[src/include/dmct_pkg.sv]
// constants and types for the dma channel trigger control block
package dmct_pkg;
  // register byte addresses (low 12 address bits decoded)
  localparam logic [11:0] ADDR_SWTRIG  = 12'h010;
  localparam logic [11:0] ADDR_BUSYCH  = 12'h028;
  localparam logic [11:0] ADDR_PENDING_CHANNELS_REG  = 12'h02C;
  localparam logic [11:0] ADDR_CHID    = 12'h03C;
  localparam logic [11:0] ADDR_CHCTRLA = 12'h040;
  localparam logic [11:0] ADDR_CTRLB   = 12'h044;
  localparam logic [11:0] ADDR_CHSTAT  = 12'h04C;
  // reset values
  localparam logic [31:0] CTRLB_RESET  = 32'h0000_0000;
  localparam logic [31:0] RDATA_ZERO   = 32'h0000_0000;
  // channel control b field positions
  localparam int CMD_LSB     = 24;
  localparam int TRIGGER_ACTION_LSB = 22;
  localparam int TRIGGER_SOURCE_SELECT_LSB = 8;
  localparam int LVL_LSB     = 5;
  localparam int EVENT_OUTPUT_ENABLE_BIT    = 4;
  localparam int EVENT_INPUT_ENABLE_BIT    = 3;
  localparam int EVENT_ACTION_SELECT_LSB   = 0;
  // channel control a and status positions
  localparam int ENABLE_BIT  = 1;
  localparam int STAT_PEND   = 0;
  localparam int STAT_BUSY   = 1;
  localparam int STAT_SUSP   = 2;
  // trigger source code that selects no peripheral line
  localparam logic [4:0] TRIGGER_SOURCE_SELECT_NONE = 5'h00;
  // event action encodings
  typedef enum logic [2:0] {
    DMCT_EV_NONE  = 3'b000,          // event inputs ignored
    DMCT_EV_TRIG  = 3'b001,          // normal event-triggered transfer
    DMCT_EV_CTRIG = 3'b010           // conditional transfer on strobe
  } dmct_event_action_select_t;
  // software command encodings
  typedef enum logic [1:0] {
    DMCT_CMD_NONE    = 2'b00,        // no_action_code
    DMCT_CMD_SUSPEND = 2'b01,        // suspend channel
    DMCT_CMD_RESUME  = 2'b10,        // resume channel
    DMCT_CMD_RSVD    = 2'b11         // reserved, no effect
  } dmct_cmd_t;
  // bus slave read sequencing
  typedef enum logic [0:0] {
    DMCT_BUS_IDLE = 1'b0,            // ready for a new transfer
    DMCT_BUS_RDWT = 1'b1             // one wait state on reads
  } dmct_bus_t;
endpackage

[src/dmct_chan.sv]
// one dma channel: pending flag, busy flag, suspend and trigger qualification
`timescale 1ns/100ps
`default_nettype none
module dmct_chan (
  input  wire logic       hclk,        // system clock
  input  wire logic       hresetn,     // async reset, active low
  input  wire logic       enabled,     // channel_n_enabled
  input  wire logic [2:0] ev_act,      // event_action_select
  input  wire logic       ev_ie,       // event_input_enable
  input  wire logic       ev_oe,       // event_output_enable
  input  wire logic       trig,        // selected peripheral trigger level
  input  wire logic       ev_edge,     // event arrival, one cycle
  input  wire logic       swtrig,      // software trigger, one cycle
  input  wire logic       cmd_susp,    // suspend command, one cycle
  input  wire logic       cmd_res,     // resume command, one cycle
  input  wire logic       xfer_done,   // engine finished the transfer
  output logic            pend,        // channel_pending_flag
  output logic            busy,        // channel_n_active_bit
  output logic            susp,        // channel suspended
  output logic            xfer_start,  // transfer begins, one cycle
  output logic            ev_ack,      // event acknowledge, one cycle
  output logic            ev_out       // event output, one cycle
);
  logic trig_q;                        // previous trigger level
  logic ev_in;                         // event seen by an enabled input
  logic trig_rise;                     // new peripheral request
  logic set_req;                       // something wants to set pending
  logic start;                         // transfer begins this cycle

  // qualify inputs; the enable gates every event input
  always_comb begin
    ev_in     = ev_edge & ev_ie & enabled;
    trig_rise = trig & ~trig_q & enabled;
    set_req   = 1'b0;
    case (ev_act)
      dmct_pkg::DMCT_EV_TRIG: set_req = ev_in;
      dmct_pkg::DMCT_EV_CTRIG: set_req = ev_in & trig;
      dmct_pkg::DMCT_EV_NONE: set_req = trig_rise;
      default: set_req = 1'b0;
    endcase
    // conditional mode waits for software once pending
    start = pend & ~busy & ~susp & enabled &
            ((ev_act == dmct_pkg::DMCT_EV_CTRIG) ? swtrig : 1'b1);
  end

  // trigger history for edge detection
  always_ff @(posedge hclk or negedge hresetn) begin
    if (!hresetn) trig_q <= 1'b0;
    else trig_q <= trig;
  end

  // pending flag; a set in the clearing cycle wins, a set while pending is lost
  always_ff @(posedge hclk or negedge hresetn) begin
    if (!hresetn) begin
      pend <= 1'b0;
    end else if (set_req && (!pend || start)) begin
      pend <= 1'b1;
    end else if (start || !enabled) begin
      pend <= 1'b0;
    end
  end

  // busy from start until the engine reports completion
  always_ff @(posedge hclk or negedge hresetn) begin
    if (!hresetn) busy <= 1'b0;
    else if (start) busy <= 1'b1;
    else if (xfer_done) busy <= 1'b0;
  end

  // suspend state, commands act even while enabled
  always_ff @(posedge hclk or negedge hresetn) begin
    if (!hresetn) susp <= 1'b0;
    else if (cmd_susp) susp <= 1'b1;
    else if (cmd_res) susp <= 1'b0;
  end

  // strobes: ack does not wait for the transfer
  always_ff @(posedge hclk or negedge hresetn) begin
    if (!hresetn) begin
      ev_ack     <= 1'b0;
      xfer_start <= 1'b0;
      ev_out     <= 1'b0;
    end else begin
      ev_ack     <= ev_in;
      xfer_start <= start;
      ev_out     <= start & ev_oe;
    end
  end
endmodule
`default_nettype wire

[src/dmct_top.sv]
// dma channel trigger control with an ahb-lite register slave
`timescale 1ns/100ps
`default_nettype none
// What this block does
// normal event starts a beat or burst
// acknowledge event at once, no waiting
// accepted trigger sets pending flag and bit
// event while pending is dropped
// conditional mode needs trigger and event together
// register trigger only when idle and event
// held trigger waits for an event
// both active sets pending flag and bit
// pending conditional transfer starts on software trigger
// control b acts on selected channel
// command field: none, suspend, resume, reserved
// command field writable while channel enabled
// trigger action zero: one trigger per block
// event action select and input enable gating
// pending clears when its transfer begins
module dmct_top #(
  parameter int NCH   = 4,             // number of channels
  parameter int NTRIG = 32             // peripheral trigger lines
) (
  input  wire logic             hclk,        // system clock
  input  wire logic             hresetn,     // async reset, active low
  input  wire logic             hsel,        // slave select
  input  wire logic [31:0]      haddr,       // byte address
  input  wire logic [1:0]       htrans,      // transfer type
  input  wire logic             hwrite,      // write when high
  input  wire logic [2:0]       hsize,       // transfer size
  input  wire logic [31:0]      hwdata,      // write data
  input  wire logic             hready,      // bus ready
  output logic                  hreadyout,   // slave ready
  output logic [31:0]           hrdata,      // read data
  output logic                  hresp,       // always okay
  input  wire logic [NTRIG-1:0] trig_in,     // peripheral trigger pins
  input  wire logic [NCH-1:0]   ev_in,       // event channel pins
  input  wire logic [NCH-1:0]   xfer_done,   // engine done, same clock
  output logic [NCH-1:0]        xfer_start,  // transfer begin strobes
  output logic [NCH-1:0]        ev_ack,      // event acknowledges
  output logic [NCH-1:0]        ev_out       // channel event outputs
);
  localparam int CHW = (NCH > 1) ? $clog2(NCH) : 1;

  // bus state
  dmct_pkg::dmct_bus_t bus_st;         // read wait sequencer
  logic [11:0]      rd_addr;           // latched read address
  logic [11:0]      wr_addr;           // latched write address
  logic             wr_go;             // write data phase active
  logic             take;              // address phase accepted
  logic [31:0]      rd_val;            // selected read value
  // software-visible state
  logic [CHW-1:0]   chid;              // selected_channel_index
  logic [NCH-1:0]   ch_en;             // channel_n_enabled
  logic [1:0]       trig_action [NCH]; // trigger_action
  logic [4:0]       trig_src    [NCH]; // trigger_source_select
  logic [1:0]       prio_lvl    [NCH]; // priority_level
  logic [2:0]       ev_sel      [NCH]; // event_action_select
  logic [NCH-1:0]   ev_oe;             // event_output_enable
  logic [NCH-1:0]   ev_ie;             // event_input_enable
  logic [NCH-1:0]   swtrig_p;          // software trigger pulses
  logic [NCH-1:0]   susp_p;            // suspend command pulses
  logic [NCH-1:0]   res_p;             // resume command pulses
  // channel state
  logic [NCH-1:0]   pend_ch;           // pending_channels_reg
  logic [NCH-1:0]   busy_ch;           // busy channels
  logic [NCH-1:0]   susp_ch;           // suspended channels
  logic [NCH-1:0]   trig_sel;          // trigger per channel
  // pin synchronisers
  logic [NTRIG-1:0] tr_s1, tr_s2, tr_s3, tr_st;  // trigger sync stages
  logic [NCH-1:0]   ev_s1, ev_s2, ev_s3, ev_st;  // event sync stages
  logic [NCH-1:0]   ev_prev;           // stable event history
  logic [NCH-1:0]   ev_edge;           // event arrival pulses

  // assemble channel control b of one channel
  function automatic logic [31:0] pack_ctrlb(input logic [1:0] ta,
                                             input logic [4:0] ts,
                                             input logic [1:0] lv,
                                             input logic oe,
                                             input logic ie,
                                             input logic [2:0] ea);
    logic [31:0] v;
    v = dmct_pkg::CTRLB_RESET;
    v[dmct_pkg::TRIGGER_ACTION_LSB +: 2] = ta;
    v[dmct_pkg::TRIGGER_SOURCE_SELECT_LSB +: 5] = ts;
    v[dmct_pkg::LVL_LSB +: 2]     = lv;
    v[dmct_pkg::EVENT_OUTPUT_ENABLE_BIT]         = oe;
    v[dmct_pkg::EVENT_INPUT_ENABLE_BIT]         = ie;
    v[dmct_pkg::EVENT_ACTION_SELECT_LSB +: 3]   = ea;
    return v;
  endfunction

  // pick one trigger line, code zero or out of range selects none
  function automatic logic pick_trig(input logic [NTRIG-1:0] t,
                                     input logic [4:0] s);
    logic r;
    r = 1'b0;
    if (s != dmct_pkg::TRIGGER_SOURCE_SELECT_NONE && int'(s) < NTRIG) r = t[s];
    return r;
  endfunction

  // three-stage sync; a level counts once stages two and three agree
  always_ff @(posedge hclk or negedge hresetn) begin
    if (!hresetn) begin
      tr_s1 <= '0;
      tr_s2 <= '0;
      tr_s3 <= '0;
      tr_st <= '0;
      ev_s1 <= '0;
      ev_s2 <= '0;
      ev_s3 <= '0;
      ev_st <= '0;
    end else begin
      tr_s1 <= trig_in;
      tr_s2 <= tr_s1;
      tr_s3 <= tr_s2;
      tr_st <= (tr_s3 & ~(tr_s2 ^ tr_s3)) | (tr_st & (tr_s2 ^ tr_s3));
      ev_s1 <= ev_in;
      ev_s2 <= ev_s1;
      ev_s3 <= ev_s2;
      ev_st <= (ev_s3 & ~(ev_s2 ^ ev_s3)) | (ev_st & (ev_s2 ^ ev_s3));
    end
  end

  // event edge detection on the filtered level
  always_ff @(posedge hclk or negedge hresetn) begin
    if (!hresetn) ev_prev <= '0;
    else ev_prev <= ev_st;
  end
  assign ev_edge = ev_st & ~ev_prev;

  // address phase acceptance
  assign take = hsel & htrans[1] & hready;

  // bus sequencer: writes zero wait, reads one wait state
  always_ff @(posedge hclk or negedge hresetn) begin
    if (!hresetn) begin
      bus_st    <= dmct_pkg::DMCT_BUS_IDLE;
      hreadyout <= 1'b1;
      hrdata    <= dmct_pkg::RDATA_ZERO;
      hresp     <= 1'b0;
      rd_addr   <= '0;
      wr_addr   <= '0;
      wr_go     <= 1'b0;
    end else begin
      hresp <= 1'b0;
      case (bus_st)
        dmct_pkg::DMCT_BUS_IDLE: begin
          wr_go <= take & hwrite;
          if (take) begin
            wr_addr <= haddr[11:0];
            rd_addr <= haddr[11:0];
          end
          if (take && !hwrite) begin
            // read waits so a preceding write is committed first
            bus_st    <= dmct_pkg::DMCT_BUS_RDWT;
            hreadyout <= 1'b0;
          end
        end
        dmct_pkg::DMCT_BUS_RDWT: begin
          wr_go     <= 1'b0;
          hrdata    <= rd_val;
          hreadyout <= 1'b1;
          bus_st    <= dmct_pkg::DMCT_BUS_IDLE;
        end
        default: bus_st <= dmct_pkg::DMCT_BUS_IDLE;
      endcase
    end
  end

  // read decode; unmapped reads return zero
  always_comb begin
    rd_val = dmct_pkg::RDATA_ZERO;
    if (rd_addr == dmct_pkg::ADDR_CTRLB) begin
      rd_val = pack_ctrlb(trig_action[chid], trig_src[chid], prio_lvl[chid],
                          ev_oe[chid], ev_ie[chid], ev_sel[chid]);
    end else if (rd_addr == dmct_pkg::ADDR_CHID) begin
      rd_val[CHW-1:0] = chid;
    end else if (rd_addr == dmct_pkg::ADDR_CHCTRLA) begin
      rd_val[dmct_pkg::ENABLE_BIT] = ch_en[chid];
    end else if (rd_addr == dmct_pkg::ADDR_CHSTAT) begin
      rd_val[dmct_pkg::STAT_PEND] = pend_ch[chid];
      rd_val[dmct_pkg::STAT_BUSY] = busy_ch[chid];
      rd_val[dmct_pkg::STAT_SUSP] = susp_ch[chid];
    end else if (rd_addr == dmct_pkg::ADDR_PENDING_CHANNELS_REG) begin
      rd_val[NCH-1:0] = pend_ch;
    end else if (rd_addr == dmct_pkg::ADDR_BUSYCH) begin
      rd_val[NCH-1:0] = busy_ch;
    end
  end

  // channel index and enables
  always_ff @(posedge hclk or negedge hresetn) begin
    if (!hresetn) begin
      chid  <= '0;
      ch_en <= '0;
    end else if (wr_go) begin
      if (wr_addr == dmct_pkg::ADDR_CHID) begin
        chid <= hwdata[CHW-1:0];
      end else if (wr_addr == dmct_pkg::ADDR_CHCTRLA) begin
        ch_en[chid] <= hwdata[dmct_pkg::ENABLE_BIT];
      end
    end
  end

  // channel control b fields, locked while the selected channel is enabled
  always_ff @(posedge hclk or negedge hresetn) begin
    if (!hresetn) begin
      for (int i = 0; i < NCH; i++) begin
        trig_action[i] <= '0;
        trig_src[i]    <= '0;
        prio_lvl[i]    <= '0;
        ev_sel[i]      <= '0;
      end
      ev_oe <= '0;
      ev_ie <= '0;
    end else if (wr_go && wr_addr == dmct_pkg::ADDR_CTRLB && !ch_en[chid]) begin
      trig_action[chid] <= hwdata[dmct_pkg::TRIGGER_ACTION_LSB +: 2];
      trig_src[chid]    <= hwdata[dmct_pkg::TRIGGER_SOURCE_SELECT_LSB +: 5];
      prio_lvl[chid]    <= hwdata[dmct_pkg::LVL_LSB +: 2];
      ev_oe[chid]       <= hwdata[dmct_pkg::EVENT_OUTPUT_ENABLE_BIT];
      ev_ie[chid]       <= hwdata[dmct_pkg::EVENT_INPUT_ENABLE_BIT];
      ev_sel[chid]      <= hwdata[dmct_pkg::EVENT_ACTION_SELECT_LSB +: 3];
    end
  end

  // command and software trigger pulses; commands ignore the lock
  always_ff @(posedge hclk or negedge hresetn) begin
    if (!hresetn) begin
      susp_p   <= '0;
      res_p    <= '0;
      swtrig_p <= '0;
    end else begin
      susp_p   <= '0;
      res_p    <= '0;
      swtrig_p <= '0;
      if (wr_go && wr_addr == dmct_pkg::ADDR_CTRLB) begin
        case (dmct_pkg::dmct_cmd_t'(hwdata[dmct_pkg::CMD_LSB +: 2]))
          dmct_pkg::DMCT_CMD_SUSPEND: susp_p[chid] <= 1'b1;
          dmct_pkg::DMCT_CMD_RESUME: res_p[chid] <= 1'b1;
          default: susp_p <= '0;
        endcase
      end
      if (wr_go && wr_addr == dmct_pkg::ADDR_SWTRIG) begin
        swtrig_p <= hwdata[NCH-1:0];
      end
    end
  end

  // per-channel trigger selection and channel instances
  for (genvar g = 0; g < NCH; g++) begin : g_ch
    assign trig_sel[g] = pick_trig(tr_st, trig_src[g]);
    dmct_chan u_chan (
      .hclk       (hclk),
      .hresetn    (hresetn),
      .enabled    (ch_en[g]),
      .ev_act     (ev_sel[g]),
      .ev_ie      (ev_ie[g]),
      .ev_oe      (ev_oe[g]),
      .trig       (trig_sel[g]),
      .ev_edge    (ev_edge[g]),
      .swtrig     (swtrig_p[g]),
      .cmd_susp   (susp_p[g]),
      .cmd_res    (res_p[g]),
      .xfer_done  (xfer_done[g]),
      .pend       (pend_ch[g]),
      .busy       (busy_ch[g]),
      .susp       (susp_ch[g]),
      .xfer_start (xfer_start[g]),
      .ev_ack     (ev_ack[g]),
      .ev_out     (ev_out[g])
    );
  end

  // unused bus inputs: sizes are whole words only
  logic unused_ok;
  assign unused_ok = ^{haddr[31:12], hsize, htrans[0]};
endmodule
`default_nettype wire

[config.mk]
export PLATFORM = sky130hd
export DESIGN_NAME = dmct_top
export DESIGN_NICKNAME = d
export VERILOG_FILES = /design/src/include/dmct_pkg.sv /design/src/dmct_chan.sv /design/src/dmct_top.sv
export SDC_FILE = /design/constraint.sdc
export NUM_CORES = 1
export LEC_CHECK = 0
export CORE_MARGIN = 5
export CORE_UTILIZATION = 57
export CTS_CLUSTER_SIZE = 30
export DETAILED_ROUTE_END_ITERATION = 8
export DONT_BUFFER_PORTS = 1
export GPL_ROUTABILITY_DRIVEN = 0
export PLACE_DENSITY = 0.75
export SETUP_SLACK_MARGIN = 0.02
export SKIP_CTS_REPAIR_TIMING = 1
export SLEW_MARGIN = 20
export SYNTH_ARGS = -nofsm -noshare
export SYNTH_HDL_FRONTEND = slang
export SYNTH_SLANG_ARGS = --single-unit
export TNS_END_PERCENT = 20
[constraint.sdc]
create_clock -name hclk -period 2.6 [get_ports hclk]
set_input_delay 0.13 -clock hclk [delete_from_list [all_inputs] [get_ports hclk]]
set_output_delay 0.13 -clock hclk [all_outputs]
set_load 0.02 [all_outputs]
==> impl_metrics.toml, run 1 <==
[outcome]
status = "finished with violations"
violations = "negative hold slack"

[floorplanning]
die_area_sq_um = 22100
die_h_um = 149
die_x_um = 149
coreArea_sq_um = 18800
pin_count = 160
rows = 50
start_util = 0.583

[power_and_ir_drop]
p_int_uw = 7120
power_uw = 9040
ir_worst_vdd_mv = 0.640
p_switching_uw = 1920
p_seq_frac = 0.513
pwr-share-clk = 0.438
power_density_nw_per_um2 = 706
p_leak_uw = 0.00560
p_comb_frac = 0.049
switching_share = 0.213

[routing]
routed_wire_length_per_instance_um = 20.3
drt_wl_total_um = 21700
drtPass1Iterations = 4
vias_per_cell = 5.76
drtIter0Drc = 494
drc = 0
ant_nets = 0
routed-via-count = 6171

[yosys]
netlist_top_cells_area = "dfrtp_1, mux4_2, mux2_2"
yosys.area.top_type_share = 0.625
syn-cell-area_sq_um = 11000
yosysUniqueCellTypes = 53
avgSynthCellArea_sq_um = 15.5
synth_ff_type = "dfrtp_1"
ys_ff_latch = 275
synth_cells = 709
synth-seq-area-share = 0.627
ys_warn_count = 0
async_flop_share = 1.00
synth_top_area_cell = "dfrtp_1"
synth_edf_count = 0

[timing]
finalHoldViolations = 275
fmax_ghz = 0.395
setup_viol_count_final = 0
fin_worst_skew_ps = 7.57
final_max_slew_viol_count = 0
rsz0062_at_grt = "true"
fin_crit_sh = 0.974
slew_headroom = 0.549
holdWs_ps = -701
fin_setup_tns_ps = 0
fin_crit_ps = 2530
worst_slew_pin_slew_ps = 674

[finish]
most-common-layout-cells = "dfrtp_1, mux2_2, dlygate4sd3_1, mux4_2, maj3_1"
seq_area_sq_um = 6880
syn_to_final_growth_pct = 16.7
final_util = 0.680
final_layout_size_suffix_gt1_frac = 0.239
final_common_cell = "dfrtp_1"
final_net_count = 904
final_cell_count_no_fill = 1071
num_antenna_cells = 0
nFillCells = 1244
multi_input_area_sq_um = 3740

[worst_setup_path]
cp_slowest_stage_delay_ps = 710
path_cells = "mux4_2 -> mux2i_1 -> nor3b_1 -> or4_1 -> a22o_1"
path_max_fanout = 9
cp.required_ps = 3010
reg2reg_slack_ps = 70
arrival_ps = 2950
critPathLaunchType = "flip-flop"
path_class = "reg2reg"
end_kind = "flip-flop"
critPathSlowestCell = "dfrtp_1"

[global_routing]
overflow = 0
antenna_found_initial = 0
grt_pass1_vias = 6519
grtUsageTotal = 0.199
grt_pass1_wl_um = 35200
grt_start_max_net_pins = 276

[placed_design]
place_inst = 952
place_hpwl_um = 14500
portBuffers = 0

[clock_network]
h-tree-depth = 1
cts_tree = "done"
clk_path_buf_depth = 3
numCtsBuffers = 28
insertion_delay_ps = 530
cts.clk_slew.worst_paths_ps = 60
cts-root-buf = "clkbuf_16"
cts.sinks = 275

[worst_hold_path]
holdCritPathClass = "in2async"

[flow_run]
maxCapViolCount = 0
-- stage by stage --
stage	cell area (sq um)	setup WS, ps
finish	12800	68.5
global placement	11200	131
floorplan	11000	202
CTS	12100	70.4
global route	12800	6.62
detailed placement	11200	102
-- critical path: cells and delay by family, from the launching register on --
| kind | cells | cell delay (ps) |
|---|---|---|
| flip-flops | 1 | 710 |
| multiplexers | 2 | 780 |
| AND/OR/NAND/NOR | 2 | 690 |
| AO/OA/AOI/OAI | 1 | 240 |
-- layout make-up --
cell class,count,area share
tap,260,0.0254
sequential,275,0.537
multi-input combinational,382,0.292
inverter,16,0.00469
timing repair buffer,87,0.0672
clock buffer,38,0.0632
clock inverter,13,0.00967
-- routing by layer --
layer  vias up  GRT usage  routed length [um]
met4         0     0.0609                 621
met2       218      0.337               11000
met3        51     0.0462                1350
met1      3187      0.259                8760
li1       2715          -                   -
met5         -          0                   0
-- synth_stat cells (2+ instances only) --
| library cell | count |
|---|---|
| and2_1 | 12 |
| a21o_1 | 8 |
| nand2_1 | 15 |
| or3b_2 | 2 |
| buf_2 | 6 |
| nor3b_1 | 7 |
| maj3_1 | 35 |
| a22o_1 | 14 |
| mux2i_1 | 22 |
| and3b_1 | 5 |
| inv_1 | 16 |
| a21oi_1 | 8 |
| mux2_2 | 68 |
| or4_1 | 4 |
| nand2b_1 | 3 |
| and3_1 | 4 |
| buf_4 | 31 |
| mux2_1 | 6 |
| mux4_2 | 46 |
| nand3_1 | 8 |
| a221oi_1 | 2 |
| nand3b_1 | 2 |
| nor3_4 | 4 |
| nor3_1 | 11 |
| dfrtp_1 | 274 |
| nor4_1 | 2 |
| clkbuf_1 | 12 |
| o32ai_1 | 2 |
| nor2_1 | 34 |
| buf_6 | 4 |
| o21ai_0 | 8 |
| o2bb2ai_1 | 4 |
| nor4b_1 | 10 |
-- final timing paths --
check / start / cells past startpoint / to
worst max-delay path: trig_src[10] / 5 / g_ch[1].u_chan.pend
min in group hclk: trig_in[19] / 1 / tr_s1[19]
worst max register to register: trig_src[10] / 5 / g_ch[1].u_chan.pend
max in group asynchronous: hresetn / 0 / tr_s1[29]
worst min register to register: ev_s1[0] / 0 / ev_s2[0]
worst min-delay path: hresetn / 0 / susp_p[1]
-- cells by family after synthesis --
group	count (synthesis)	synth area share
AO/OA/AOI/OAI	55	0.0376
adder cells (fa/ha/maj)	35	0.0319
buffers and inverters	70	0.0380
flip-flops	275	0.627
multiplexers	142	0.190
other	1	0.000342
AND/OR/NAND/NOR	131	0.0748
-- power by group through the flow --
stage | registers (uW) | logic [uW] | clock network (uW)
after floorplan | 4670 | 295 | 0
after global placement | 4700 | 328 | 0
after detailed placement | 4720 | 345 | 0
after CTS | 4640 | 348 | 4050
after global routing | 4670 | 484 | 4260
final | 4640 | 443 | 3960
(Power assumes the default switching activity.)
==> run 2: changes to the inputs <==
--- a/config.mk
+++ b/config.mk
@@ -6,11 +6,12 @@
 export NUM_CORES = 1
 export LEC_CHECK = 0
+export ABC_AREA = 1
 export CORE_MARGIN = 5
-export CORE_UTILIZATION = 57
+export CORE_UTILIZATION = 63
 export CTS_CLUSTER_SIZE = 30
 export DETAILED_ROUTE_END_ITERATION = 8
 export DONT_BUFFER_PORTS = 1
 export GPL_ROUTABILITY_DRIVEN = 0
-export PLACE_DENSITY = 0.75
+export PLACE_DENSITY = 0.79
 export SETUP_SLACK_MARGIN = 0.02
 export SKIP_CTS_REPAIR_TIMING = 1
==> constraint.sdc (replaced) <==
create_clock -name hclk -period 2.75 [get_ports hclk]
set_input_delay 0.55 -clock hclk [delete_from_list [all_inputs] [get_ports hclk]]
set_output_delay 0.55 -clock hclk [all_outputs]
set_load 0.02 [all_outputs]
==> impl_metrics.toml, run 2 <==
[worst_setup_path]
critPathLaunchType = "flip-flop"
critPathSlowestCell = "dfrtp_1"
reg2reg_slack_ps = 550
path_max_fanout = 19
arrival_ps = 2660
cp_common_cell = "nand2_1"
critPathTopFamily = "simple AND/OR/NAND/NOR gates"
cp_num_buf_inv = 1
end_kind = "flip-flop"
cp.required_ps = 3210
cp_slowest_stage_delay_ps = 830
path_class = "reg2reg"
path_cells = "inv_2 -> nand2_1 -> nand3_1 -> nand3_1 -> nand3_1 -> nand2_1 -> nand2_1 -> nand2_1 -> nand2_1 -> nand2_1 -> nand2_1 -> nand2_1"

[routing]
drc = 0
routed-via-count = 7960
drt_wl_total_um = 24400
routed_wire_length_per_instance_um = 17.5
drtIter0Drc = 743
drtPass1Iterations = 5
ant_nets = 0
vias_per_cell = 5.71

[global_routing]
overflow = 0
grt_start_max_net_pins = 280
antenna_found_initial = 0
grt_pass1_vias = 7788
grtUsageTotal = 0.237
grt_pass1_wl_um = 39200

[finish]
final_cell_area_sq_um = 12400
syn_to_final_growth_pct = 8.24
nFillCells = 1295
final_common_cell = "nand2_1"
final_layout_size_suffix_gt1_frac = 0.0851
final_net_count = 1258
most-common-layout-cells = "nand2_1, dfrtp_1, inv_1, nand3_1, nor2_1"

[timing]
fmax_ghz = 0.454
fin_crit_sh = 0.801
holdWs_ps = -274
setup_viol_count_final = 0
fin_setup_tns_ps = 0
finalHoldViolations = 278
rsz0062_at_grt = "false"
worst_slew_pin_slew_ps = 753
slew_headroom = 0.498
fin_crit_ps = 2200
final_max_slew_viol_count = 0
fin_worst_skew_ps = 9.63

[power_and_ir_drop]
p_leak_uw = 0.00615
power_density_nw_per_um2 = 704
power_uw = 8700
ir_worst_vdd_mv = 0.676

[floorplanning]
die_h_um = 145
die_area_sq_um = 20900
start_util = 0.638
pin_count = 160
rows = 49
coreArea_sq_um = 17900
die_x_um = 145

[yosys]
async_flop_share = 1.00
yosysUniqueCellTypes = 49
synth_top_area_cell = "dfrtp_1"
synth_cells = 1152
synth_ff_type = "dfrtp_1"
ys_warn_count = 0
avgSynthCellArea_sq_um = 9.91
synth_edf_count = 0
yosys.area.top_type_share = 0.609
synth-seq-area-share = 0.612
netlist_top_cells_area = "dfrtp_1, nand2_1, nand3_1"
synthTopCellsByCount = "nand2_1, dfrtp_1, inv_1"
post-synth-top-count-cell = "nand2_1"
syn-cell-area_sq_um = 11400
ys_ff_latch = 279

[clock_network]
cts_tree = "done"
numCtsBuffers = 27
h-tree-depth = 1
cts-root-buf = "clkbuf_16"
cts.sinks = 279
insertion_delay_ps = 520
clk_path_buf_depth = 3
cts.clk_slew.worst_paths_ps = 60

[outcome]
violations = "negative hold slack"
status = "finished with violations"

[placed_design]
place_hpwl_um = 16400
postPlaceCellArea_sq_um = 11400
portBuffers = 0

[flow_run]
maxCapViolCount = 0

[worst_hold_path]
holdCritPathClass = "in2async"
[run 2: worst paths after layout]
| check | from | end | cells past startpoint |
|---|---|---|---|
| hold reg to reg | tr_s1[21] | tr_s2[21] | 0 |
| hold / removal | hresetn | tr_s1[20] | 0 |
| setup reg to reg | trig_src[0] | g_ch[3].u_chan.pend | 12 |
| min in group hclk | trig_in[1] | tr_s1[1] | 0 |
| max in group asynchronous | hresetn | hreadyout | 0 |
| setup / recovery | trig_src[0] | g_ch[3].u_chan.pend | 12 |
[run 2: final cells by class]
type / count / area [sq um] / share of cell area
Inverter: 128 / 480 / 0.0389
Clock inverter: 11 / 183 / 0.0148
Tap cell: 229 / 287 / 0.0232
Sequential cell: 279 / 6980 / 0.565
Clock buffer: 38 / 777 / 0.0629
Multi-Input combinational cell: 701 / 3590 / 0.291
Timing Repair Buffer: 7 / 52.6 / 0.00425
Antenna cell: 1 / 2.50 / 0.000203
[run 2: metrics by stage]
stage,util,instances,worst slack [ps],hold WS (ps)
after floorplan,-,1170,1170,254
final,0.690,1394,548,-274
after global placement,0.636,1344,769,259
after CTS,0.690,1393,653,-290
after detailed placement,0.636,1344,688,259
after global routing,0.690,1393,354,-304
[run 2: routing by layer]
layer,up-vias,wire [um],part of all wire,global-route usage
li1,3699,-,-,-
met1,3753,10200,0.42,0.347
met2,428,10600,0.44,0.351
met3,80,2780,0.11,0.0579
met4,0,802,0.033,0.0859
met5,-,0,0,0
[run 2: kinds of logic after synthesis]
logic type               share of synthesized area
AO/OA/AOI/OAI                               0.0874
flip-flops                                   0.612
multiplexers                               0.00789
adder cells (fa/ha/maj)                     0.0316
AND/OR/NAND/NOR                              0.182
other                                     0.000329
buffers and inverters                       0.0796
[run 2: power breakdown]
part	switching, uW	internal (uW)	total, uW	leakage [uW]
combinational	234	139	373	0.00248
clock	1460	2430	3890	0.000472
sequential	134	4300	4440	0.00319
[run 2: worst register-to-register path: stages (launching register included)]
cell and delay, ps:
dfrtp_1 830, inv_2 330, nand2_1 160, nand3_1 100, nand3_1 120, nand3_1 80, nand2_1 70, nand2_1 60
nand2_1 150, nand2_1 70, nand2_1 70, nand2_1 50, nand2_1 50
==> run 3: changes to the inputs <==
Settings changed: ABC_AREA 1 to 0.
Clock period 2.75 ns to 2.11 ns, I/O delays scaled along.
==> impl_metrics.toml, run 3 (synthesized netlist as in run 1, its figures left out) <==
[floorplanning]
coreArea_sq_um = 17200
rows = 48
pin_count = 160
die_area_sq_um = 20200
start_util = 0.639
die_x_um = 142
die_h_um = 142

[finish]
final_layout_size_suffix_gt1_frac = 0.307
final_common_cell = "dfrtp_1"
syn_to_final_growth_pct = 18.8
final_net_count = 915
nFillCells = 1011
seq_area_sq_um = 6890
num_antenna_cells = 0
multi_input_area_sq_um = 3920
final_cell_count_no_fill = 1048
most-common-layout-cells = "dfrtp_1, buf_4, mux4_2, mux2_2, dlygate4sd3_1"
final_cell_area_sq_um = 13000

[worst_setup_path]
path_class = "reg2reg"
cp_slowest_stage_delay_ps = 570
path_cells = "or4b_4 -> nor3b_4 -> nand3_4 -> buf_12 -> nor3_4 -> buf_12 -> mux2_2"
cp_common_cell = "buf_12"
critPathSlowestCell = "or4b_4"
arrival_ps = 2800
cp.required_ps = 2510
cp_num_buf_inv = 2
critPathTopFamily = "simple AND/OR/NAND/NOR gates"
critPathLaunchType = "flip-flop"
path_max_fanout = 14
end_kind = "flip-flop"

[power_and_ir_drop]
p_leak_uw = 0.00574
power_uw = 11400
ir_worst_vdd_mv = 0.779
power_density_nw_per_um2 = 876

[timing]
final_max_slew_viol_count = 0
fmax_ghz = 0.417
fin_crit_ps = 2400
rsz0062_at_grt = "true"
finalHoldViolations = 274
slew_headroom = 0.591
holdWs_ps = -412
fin_crit_sh = 1.14
fin_setup_tns_ps = -15180
setup_viol_count_final = 73
worst_slack_ps = -287
fin_worst_skew_ps = 14.6
worst_slew_pin_slew_ps = 613

[clock_network]
h-tree-depth = 1
insertion_delay_ps = 530
cts.clk_slew.worst_paths_ps = 60
cts_tree = "done"
cts-root-buf = "clkbuf_16"
numCtsBuffers = 28
clk_path_buf_depth = 3
cts.sinks = 275

[worst_hold_path]
holdCritPathClass = "in2async"

[placed_design]
portBuffers = 0
postPlaceCellArea_sq_um = 11500
place_hpwl_um = 15000
place_ws_ps = -253
place_inst = 952

[global_routing]
grtUsageTotal = 0.226
grt_pass1_vias = 6560
grt_start_max_net_pins = 276
overflow = 0
grt_pass1_wl_um = 35900
antenna_found_initial = 0

[outcome]
status = "finished with violations"
violations = "negative hold slack, negative setup slack"

[routing]
drc = 0
drt_wl_total_um = 22800
routed_wire_length_per_instance_um = 21.8
routed-via-count = 6341
drtIter0Drc = 441
drtPass1Iterations = 5
vias_per_cell = 6.05
ant_nets = 0

[flow_run]
maxCapViolCount = 0
==> run 3: changes by cell type in the layout (fill, tap and decap cells not counted), moves of 21 or more <==
cell           change
dlygate4sd3_1     +37
mux4_2            +46
buf_4             +46
inv_1            -102
mux2_4            +28
o21ai_1           -48
nor2_1            -25
nand2_1          -274
o21ai_0           -21
nand3_1           -88
mux2_2            +36
==> run 3: cell type report <==
class                      count  share of cell area
tap                          225              0.0216
timing repair buffer          98              0.0705
clock inverter                12              0.0153
inverter                      16             0.00460
multi-input combinational    382               0.300
clock buffer                  40              0.0596
sequential                   275               0.528
==> run 3: power by group <==
group          total, uW  leakage (uW)  switching (uW)  internal [uW]
sequential          5720       0.00347             203           5520
combinational        552       0.00180             232            320
clock               5150      0.000472            1970           3180
==> run 3: path summary, 6_finish.rpt <==
kind                             from                   endpoint  slack (ps)  depth (start not counted)
hold / removal                hresetn  g_ch[2].u_chan.xfer_start        -410                          0
max in group asynchronous     hresetn                prio_lvl[6]        1990                          0
hold reg to reg             tr_s1[25]                  tr_s2[25]         340                          0
setup reg to reg           wr_addr[5]             trig_action[3]        -290                          7
setup / recovery           wr_addr[5]             trig_action[3]        -290                          7
min in group hclk           hwdata[2]                swtrig_p[2]          20                          1
==> run 3: routing by layer <==
metal / part of all wire / GRT usage / vias to the layer above
met5: 0 / 0 / -
met4: 0.032 / 0.0697 / 0
met3: 0.073 / 0.0507 / 67
met2: 0.51 / 0.384 / 250
met1: 0.38 / 0.293 / 3292
li1: - / - / 2732
==> run 3: stage by stage <==
step / hold WS, ps / util
6_report: -412 / 0.759
5_1_grt: -436 / 0.759
4_1_cts: -431 / 0.725
3_5_place_dp: 134 / 0.668
3_3_place_gp: 138 / 0.668
2_1_floorplan: 126 / -
